### src/hw/scx_pkg.sv
// constants and types for the subroutine call execution block
package scx_pkg;
  localparam int          PC_W        = 16;
  localparam int          LIT_W       = 13;
  localparam int          INSN_W      = 16;
  localparam int          LATCH_W     = 8;
  localparam logic [2:0]  CALL_OPCODE = 3'h7;
  localparam int          OPC_HI      = 15;
  localparam int          OPC_LO      = 13;
  localparam int          LIT_HI      = 12;
  localparam int          LIT_MID     = 8;
  localparam int          LAT_PAGE_LO = 5;
  localparam logic [15:0] PC_RESET    = 16'h0000;
  localparam logic [7:0]  LATCH_RESET = 8'h00;
  localparam logic [15:0] PC_ONE      = 16'h0001;
  localparam int          CALL_CYCLES = 2;

  // four internal phases of one instruction cycle
  typedef enum logic [1:0] {
    SCX_Q1,
    SCX_Q2,
    SCX_Q3,
    SCX_Q4
  } scx_phase_t;
endpackage

### src/hw/scx_phase_if.sv
// phase and stage signals shared between the call executor and its sequencer
`timescale 1ns/1ns
`default_nettype none
interface scx_phase_if;
  scx_pkg::scx_phase_t phase;
  logic                q4_end;
  modport seq (output phase, output q4_end);
  modport use_side (input phase, input q4_end);
endinterface
`default_nettype wire

### src/hw/scx_phase_seq.sv
// four-phase sequencer inside one instruction cycle
`timescale 1ns/1ns
`default_nettype none
module scx_phase_seq (
  // clock and reset
  input  wire logic core_clk,
  input  wire logic srst,
  // phase outputs
  scx_phase_if.seq  ph
);
  scx_pkg::scx_phase_t phase;

  always_ff @(posedge core_clk) begin
    if (srst) begin
      phase <= scx_pkg::SCX_Q1;
    end else begin
      unique case (phase)
        scx_pkg::SCX_Q1: phase <= scx_pkg::SCX_Q2;
        scx_pkg::SCX_Q2: phase <= scx_pkg::SCX_Q3;
        scx_pkg::SCX_Q3: phase <= scx_pkg::SCX_Q4;
        scx_pkg::SCX_Q4: phase <= scx_pkg::SCX_Q1;
      endcase
    end
  end

  assign ph.phase  = phase;
  assign ph.q4_end = (phase == scx_pkg::SCX_Q4);
endmodule // scx_phase_seq
`default_nettype wire

### src/hw/scx_call_exec.sv
// decode and execution of the short subroutine call instruction
// Operation
// [RULE1] A word whose top three bits are 111 is a call and its low thirteen bits are the target.
// [RULE2] The target is an unsigned 13-bit value from 0 to 8191, one 8K page.
// [RULE3] The call first pushes the return address, counter plus one, onto the stack top.
// [RULE4] The literal is loaded into counter bits 12 to 0.
// [RULE5] The high latch then takes literal bits 12..8 in bits 4..0 and counter bits 15..13 in 7..5.
// [RULE6] The call leaves every arithmetic status flag unchanged.
// [RULE7] The call is one word long and takes two instruction cycles.
// [RULE8] First cycle: decode in Q1, read low literal and push in Q2, process in Q3, write PC in Q4. The push is requested in Q2 but push_en is seen in Q3.
// [RULE9] Targets outside the current 8K page should use the far subroutine jump instead.
// [RULE10] The second cycle does nothing in all phases and discards the prefetched word.
// [RULE11] Counter bits 15 to 13 are not changed by the call.
`timescale 1ns/1ns
`default_nettype none
module scx_call_exec #(
  parameter int PC_W    = scx_pkg::PC_W,
  parameter int LATCH_W = scx_pkg::LATCH_W
) (
  // clock and reset
  input  wire logic                       core_clk,
  input  wire logic                       srst,
  // fetched instruction word, valid for the cycle starting at Q1
  input  wire logic [scx_pkg::INSN_W-1:0] insn_word,
  // status flags from the alu, passed through untouched
  input  wire logic [7:0]                 status_in,
  output logic      [7:0]                 status_out,
  // program counter and latch
  output logic      [PC_W-1:0]            pc,
  output logic      [LATCH_W-1:0]         pc_high_latch,
  // stack push port
  output logic                            push_en,
  output logic      [PC_W-1:0]            stack_top_entry,
  // fetch control and status
  output logic                            flush_fetch,
  output logic      [3:0]                 phase_onehot,
  output logic                            call_busy,
  output logic                            is_call,
  output logic      [scx_pkg::LIT_W-1:0]  call_literal
);
  scx_phase_if ph ();

  scx_phase_seq u_seq (
    .core_clk (core_clk),
    .srst     (srst),
    .ph       (ph)
  );

  // field split of the fetched word
  logic [scx_pkg::OPC_HI-scx_pkg::OPC_LO:0] opc_field;
  logic [scx_pkg::LIT_W-1:0]                lit_field;
  logic                                     decoded_call;
  // first-cycle phase strobes
  logic                                     q1_take;
  logic                                     q2_act;
  logic                                     q3_act;
  logic                                     q4_act;
  // call state
  logic                                     in_call;
  logic                                     in_dead;
  logic                                     next_dead;
  logic [scx_pkg::LIT_W-1:0]                lit;
  logic [scx_pkg::LIT_MID-1:0]              lit_lo;
  // counter path
  logic [PC_W-1:0]                          work_pc;
  logic [PC_W-1:0]                          next_pc;
  logic [PC_W-1:0]                          ret_addr;
  logic [PC_W-scx_pkg::LIT_W-1:0]           page_bits;
  logic [LATCH_W-1:0]                       next_latch;
  logic [PC_W-1:0]                          next_stack_top;
  logic                                     next_push;

  assign opc_field = insn_word[scx_pkg::OPC_HI:scx_pkg::OPC_LO];
  assign lit_field = insn_word[scx_pkg::LIT_W-1:0];
  // opcode match is combinational off the fetched word
  assign decoded_call = (opc_field == scx_pkg::CALL_OPCODE); // [RULE1]

  // the word prefetched during the dead cycle is never decoded
  assign q1_take = (ph.phase == scx_pkg::SCX_Q1) && !in_dead; // [RULE10]
  assign q2_act  = in_call && (ph.phase == scx_pkg::SCX_Q2);
  assign q3_act  = in_call && (ph.phase == scx_pkg::SCX_Q3);
  assign q4_act  = in_call && ph.q4_end;

  // page bits come from the running counter, never from the word
  assign page_bits = pc[PC_W-1:scx_pkg::LIT_W]; // [RULE11]
  // wraps at the top of memory, like the counter itself
  assign ret_addr  = pc + PC_W'(scx_pkg::PC_ONE); // [RULE3]

  // literal held from decode so a word change later in the cycle is harmless
  always_ff @(posedge core_clk) begin
    if (srst) begin
      lit <= '0;
    end else if (q1_take) begin
      lit <= lit_field; // [RULE1] [RULE2]
    end
  end

  always_ff @(posedge core_clk) begin
    if (srst) begin
      in_call <= 1'b0;
    end else if (q1_take) begin
      in_call <= decoded_call; // [RULE1]
    end else if (ph.q4_end) begin
      in_call <= 1'b0;
    end
  end

  // dead cycle follows the first cycle only; a call cannot chain into itself
  always_comb begin
    next_dead = in_dead;
    if (ph.q4_end) begin
      next_dead = in_call && !in_dead; // [RULE7] [RULE10]
    end
  end

  always_ff @(posedge core_clk) begin
    if (srst) begin
      in_dead <= 1'b0;
    end else begin
      in_dead <= next_dead;
    end
  end

  // low literal byte read in Q2
  always_ff @(posedge core_clk) begin
    if (srst) begin
      lit_lo <= '0;
    end else if (q2_act) begin
      lit_lo <= lit[scx_pkg::LIT_MID-1:0]; // [RULE8]
    end
  end

  // push request and return address for the stack top
  always_comb begin
    next_push      = q2_act; // [RULE3] [RULE8]
    next_stack_top = stack_top_entry;
    if (q2_act) begin
      next_stack_top = ret_addr; // [RULE3]
    end
  end

  always_ff @(posedge core_clk) begin
    if (srst) begin
      push_en <= 1'b0;
    end else begin
      push_en <= next_push;
    end
  end

  // entry is held after the pulse so the stack may take it late
  always_ff @(posedge core_clk) begin
    if (srst) begin
      stack_top_entry <= '0;
    end else begin
      stack_top_entry <= next_stack_top;
    end
  end

  // process data in Q3: form the target, page bits kept
  always_ff @(posedge core_clk) begin
    if (srst) begin
      work_pc <= scx_pkg::PC_RESET;
    end else if (q3_act) begin
      work_pc <= {page_bits, lit[scx_pkg::LIT_HI:scx_pkg::LIT_MID], lit_lo}; // [RULE4] [RULE11]
    end
  end

  // counter advances by one per ordinary cycle, jumps on the call's Q4
  always_comb begin
    next_pc = pc;
    if (ph.q4_end) begin
      if (in_call) begin
        next_pc = work_pc; // [RULE4] [RULE8]
      end else if (!in_dead) begin
        next_pc = pc + PC_W'(scx_pkg::PC_ONE);
      end
    end
  end

  always_ff @(posedge core_clk) begin
    if (srst) begin
      pc <= scx_pkg::PC_RESET;
    end else begin
      pc <= next_pc;
    end
  end

  // latch update on the same Q4 edge as the counter write, page bits taken from the old counter
  always_comb begin
    next_latch = pc_high_latch;
    if (q4_act) begin
      next_latch = {page_bits, lit[scx_pkg::LIT_HI:scx_pkg::LIT_MID]}; // [RULE5] [RULE11]
    end
  end

  always_ff @(posedge core_clk) begin
    if (srst) begin
      pc_high_latch <= scx_pkg::LATCH_RESET;
    end else begin
      pc_high_latch <= next_latch;
    end
  end

  // flags are never written by this path
  always_ff @(posedge core_clk) begin
    if (srst) begin
      status_out <= '0;
    end else begin
      status_out <= status_in; // [RULE6]
    end
  end

  // prefetched word during the dead cycle is thrown away
  assign flush_fetch  = in_dead; // [RULE10]
  assign call_busy    = in_call || in_dead;
  assign is_call      = in_call;
  assign call_literal = lit;

  // one decode per phase bit
  genvar gi;
  generate
    for (gi = 0; gi < $bits(phase_onehot); gi++) begin : g_onehot
      assign phase_onehot[gi] = (ph.phase == scx_pkg::scx_phase_t'(gi));
    end
  endgenerate
endmodule // scx_call_exec
`default_nettype wire

### config.mk
export PLATFORM = sky130hd
export DESIGN_NAME = scx_call_exec
export DESIGN_NICKNAME = d
export VERILOG_FILES = /design/src/hw/scx_pkg.sv /design/src/hw/scx_phase_if.sv /design/src/hw/scx_phase_seq.sv /design/src/hw/scx_call_exec.sv
export SDC_FILE = /design/constraint.sdc
export NUM_CORES = 1
export LEC_CHECK = 0
export BUFFER_PORTS_ARGS = -buffer_cell sky130_fd_sc_hd__buf_4
export CORE_MARGIN = 5
export CORE_UTILIZATION = 52
export CTS_CLUSTER_SIZE = 30
export DETAILED_ROUTE_END_ITERATION = 8
export HOLD_SLACK_MARGIN = 0.1
export PLACE_DENSITY = 0.79
export SLEW_MARGIN = 0
export SYNTH_ARGS = -nofsm -noshare
export SYNTH_HDL_FRONTEND = slang
export SYNTH_SLANG_ARGS = --single-unit
### constraint.sdc
create_clock -name core_clk -period 2.6 [get_ports core_clk]
set_input_delay 0.39 -clock core_clk [delete_from_list [all_inputs] [get_ports core_clk]]
set_output_delay 0.39 -clock core_clk [all_outputs]
set_load 0.01 [all_outputs]
Word level (Yosys, flattened, before mapping)
Cells that the tools add are included.
- equality and inequality tests: 5
- $add $sub $neg: 1
- reduce and logical (&&, ||, !) cells: 10
- muxes and demuxes: 5
- operator list (operator ; number):
    two-way mux 16 bit ; 2
    adder 16 x 1 -> 16 bit, second input constant ; 1
    one-hot mux 2 bit (4 select lines) ; 1
    logical AND 1 bit ; 5
    equality test 2 bit, second input constant ; 2
    equality test 3 bit, second input constant ; 1
    equality test 2 x 1 -> 1 bit, second input constant ; 1
    logical NOT 2 bit ; 1
    two-way mux 1 bit ; 2
    inequality test 2 bit, second input constant ; 1
    AND reduction 2 bit ; 1
    nonzero test 2 bit ; 1
    logical NOT 1 bit ; 1
    logical OR 1 bit ; 1
- output and inout port bits: 69
- bits in registers: 90

Longest topological paths before layout
- depth after elaboration: 3
- depth in mapped cells: 8

By module
From an unflattened synthesis, not the netlist that was laid out.
- cells, all modules: 460
- area total of the unflattened synthesis: 3759.9 um^2
- by module, submodules not included (module ; area an instance (um^2) ; cells each ; sequential area each (um^2) ; times used):
    scx_call_exec ; 3658.5 ; 451 ; 1761.7 ; 1
    scx_phase_seq ; 101.3 ; 9 ; 40.0 ; 1

Least setup slack after synthesis
No wires, ideal clock.
- kind: reg2reg
- start: register pc[0]
- end: register pc[10]
- data arrival time: 1.818 ns
- slack: 0.654 ns
- path buffers: 0
- period minus slack after synthesis: 1.946 ns
- library setup time: 0.128 ns
- stages on the path, launching flop included: 7
- path through: dfxtp_1 ha_1 nand3_2 nor3_2 mux2_2 a222oi_1 nor2_1
- cells in the longest elaborated chain, start to end: 3
- ends and longest elaborated chain (what ; line ; RTL):
    start, declared ; scx_call_exec.sv:29 ; output logic [PC_W-1:0] pc,
    start signal, assigned ; scx_call_exec.sv:182 ; pc <= scx_pkg::PC_RESET;
    start signal, assigned ; scx_call_exec.sv:184 ; pc <= next_pc;
    adder 16 x 1 -> 16 bit ; scx_call_exec.sv:175 ; next_pc = pc + PC_W'(scx_pkg::PC_ONE);
    two-way mux 16 bit ; scx_call_exec.sv:174 ; end else if (!in_dead) begin
    two-way mux 16 bit ; scx_call_exec.sv:172 ; if (in_call) begin
Every way passes these cells. The select of a mux whose other input is x is not followed.
A chain may end at the register's enable or synchronous reset.

Worst setup path after layout
Ends and elaborated chain as after synthesis.

==> results.md <==
- Status: finished clean
- Main combinational cell family by area after synthesis: simple AND/OR/NAND/NOR gates
- Setup TNS: 0 ps
- Worst path max stage delay: 490 ps
- Most frequent cells in the layout: 107 x nand2_1, 100 x buf_4, 90 x dfxtp_1
- Commonest non-fill, non-tap cell in the layout: nand2_1
- CP Class: register to register
- RSZ-0062 raised after global routing: false
- Yosys reg bits: 90
- Worst Skew: about 10 ps
- Setup bufs post-CTS: 0
- Num CTS Buffers: 9
- IO Pins: 95
- CTS max path bufs: 2
- CTS tree: done
- Mux contribution to synthesized area: 1.15%
- DP HPWL: 6200 µm
- Pins Over Slew Limit: 0
- P per Cell Area: 647 mW/mm²
- Synth Area in Compound Gates: 16.9%
- CP arrival: 2340 ps
- Cells after Synth: 453
- Pin count of the biggest net entering global routing: 94
- Adder-cell share of the synthesized area: a little over 2%
- Max cap viols: 0
- Fin crit period: 2130 ps
- CP max-delay cell: dfxtp_1
- Pre-antenna DRT Iters: 4
- Synth Area in XOR/XNOR: 2.83%
- Power Internal: 2.09 mW
- Sequential fraction of the synthesis area: ~49%
- Yosys cell types: 50
- Row Count: 30
- Mapped Area: around 0.0037 mm²
- Combinational power share: 18.5%
- Gr busiest metal: met2
- Detail Route Antenna Nets: 0
- Ratio of cells with drive above 1 in the final layout: 23.2%
- Sequential power share: 51.9%
- Final setup fails: 0
- Mapped Nets: 485
- Global-route usage over all layers: approximately a fifth
- Clock Sinks: 90
- Syn Area/Cell: 8.19 µm²
- Die Y: 94.5 µm
- # fillers: 600
- Synth Area in Simple Gates: roughly 24%
- Placed cell count: 615
- Worst slew pin tran: 999 ps
- Launch point of the worst path: pc[0]
- H-tree levels: 3
- Initial Util: 54.0%
- Avg Vias per Cell: approximately 5.2
- Lkg Pwr: 1.81 nW
- Antenna diode count: 0
- DRT iter0 DRCs: 194
- Clock group share of total power: 29.6%
- Fin util: 67.3%
- Launching point of the worst reg2reg path: pc[0]
- DIE WIDTH: 94.5 µm
- Yosys warns: 0
- Total core area: just under 0.007 mm²
- Routed vias: about 3300
- GPL Wtd Cong: 0.823
- Final net count: 562
- Vias in the first global route: 2988
- Period utilisation layout: between 80% and 90%
- Final Hold Viols: 0
- First-pass GRT wire length: ~14000 µm
- Die ar.: 0.00893 mm²
- Grt met3 use: 5.50%
- Area occupied by multi-input gates: 0.00175 mm²
- Met1 Use GR: between 20 and 30%
- Hold Path Origin: status_in[2]
- Gr ovfl total: 0
- HP Class: input pin to register
- Critical path capture point type: register
- Startpoint Class: register
- Fmax: 470 MHz
- Post-CTS sizing: 0
- CTS Hold Bufs: 0
- VDD IR-drop max: 0.408 mV
- Net switching power figure: 0.906 mW
- CTS root buf: clkbuf_8
- Register area: about 0.0018 mm²
- CP max FO: 7
- Required @ worst endpoint: approximately 2800 ps
- Worst-Skew Late Latency: roughly 360 ps
- Initial antenna violation count: 0
- GR Layer Usage met2: between 30% and 40%
- Non-Filler Instances: roughly 630
- Cell Chain, Critical Path: ha_1 > nand3_2 > nor3_2 > mux2_2 > a222oi_1 > nor2_1
- Wire length per cell: 14.3 µm
- DRC: 0
- Reg clk slew, reported paths: 90 ps
- Port Buffers: 94
- Max-slew headroom: 33.3%
- Area delta synth->final: 24.6%
- WL final: 9020 µm
- Switching share of total power: 30.3%
## area by class of cell
class                      instances  area share (%)
sequential                        90            39.0
multi-input combinational        323            37.9
timing repair buffer             100            16.2
clock buffer                      11            3.06
tap                               96            2.60
clock inverter                     5           0.812
inverter                           6           0.487
## final timing paths
check	to	slack, ps	cells after the start
worst max-delay path	pc[10]	470	6
worst min-delay path	status_out[2]	240	2
worst max register to register	pc[10]	470	6
worst min register to register	work_pc[5]	460	2
## critical path, delay by kind of cell (launching register included)
kind	cells	cell delay, ps
AND/OR/NAND/NOR	3	570
adder cells (fa/ha/maj)	1	300
flip-flops	1	490
AO/OA/AOI/OAI	1	240
multiplexers	1	380
## synthesized netlist by cell type, drive strengths merged
| library cell | n | area, µm² |
|---|---|---|
| a211oi | 18 | 135 |
| or4 | 1 | 7.51 |
| dfxtp | 90 | 1800 |
| o211ai | 1 | 7.51 |
| mux2i | 2 | 20.0 |
| a22oi | 6 | 45.0 |
| or3 | 2 | 12.5 |
| o32ai | 1 | 8.76 |
| a221oi | 1 | 8.76 |
| xnor2 | 6 | 52.6 |
| o31a | 1 | 8.76 |
| or4b | 1 | 10.0 |
| or2 | 2 | 12.5 |
| nor3b | 1 | 7.51 |
| and2 | 4 | 25.0 |
| mux2 | 2 | 22.5 |
| nand3b | 1 | 7.51 |
| o41ai | 1 | 8.76 |
| buf | 6 | 31.3 |
| and3 | 5 | 31.3 |
| a31oi | 2 | 12.5 |
| and3b | 1 | 8.76 |
| ha | 6 | 75.1 |
| xor2 | 6 | 52.6 |
| a2111o | 1 | 11.3 |
| a222oi | 1 | 10.0 |
| nand3 | 11 | 65.1 |
| nor2 | 36 | 143 |
| o21a | 1 | 7.51 |
| inv | 6 | 22.5 |
| nor3 | 6 | 35.0 |
| o22ai | 1 | 6.26 |
| nand2 | 107 | 402 |
| nor2b | 12 | 75.1 |
| nor4 | 2 | 18.8 |
| a21o | 1 | 7.51 |
| a21oi | 59 | 295 |
| nand4 | 4 | 40.0 |
| clkbuf | 28 | 105 |
| o221ai | 1 | 8.76 |
| o21ai | 9 | 45.0 |
## power groups by stage
stage	sequential (mW)	clock, mW	combinational, mW
2_1_floorplan	1.59	0	0.302
3_3_place_gp	1.58	0	0.549
6_report	1.56	0.885	0.554
3_5_place_dp	1.58	0	0.560
5_1_grt	1.57	0.951	0.619
4_1_cts	1.55	0.896	0.562
## kinds of logic after synthesis
logic type / after synthesis
compound gates: 105
xor+xnor: 12
flops: 90
buf+inv: 40
fa+ha+maj: 6
simple gates: 196
mux: 4
## through the flow
stage                     power [mW]  instance area, µm²  setup slack, ps  hold WS (ps)
final                           2.99                4620              473           236
after global routing            3.14                4620              347           225
after CTS                       3.01                4620              489           222
after detailed placement        2.14                4450              506           445
after global placement          2.13                4450              577           437
after floorplan                 1.90                3710              654           432
## registers in the layout, summed over array words and instances (netlist names)
register	count
stack_top_entry	16
is_call	1
pc	16
call_literal	13
status_out	8
work_pc	16
lit_lo	8
u_seq.ph.phase	2
flush_fetch	1
push_en	1
pc_high_latch	8
## per-layer routing
layer,wire (µm),up-vias
li1,-,1695
met1,4220,1497
met2,4120,86
met3,540,11
met4,144,0
met5,0,-
Note: power is estimated with default switching activity, not from simulation.
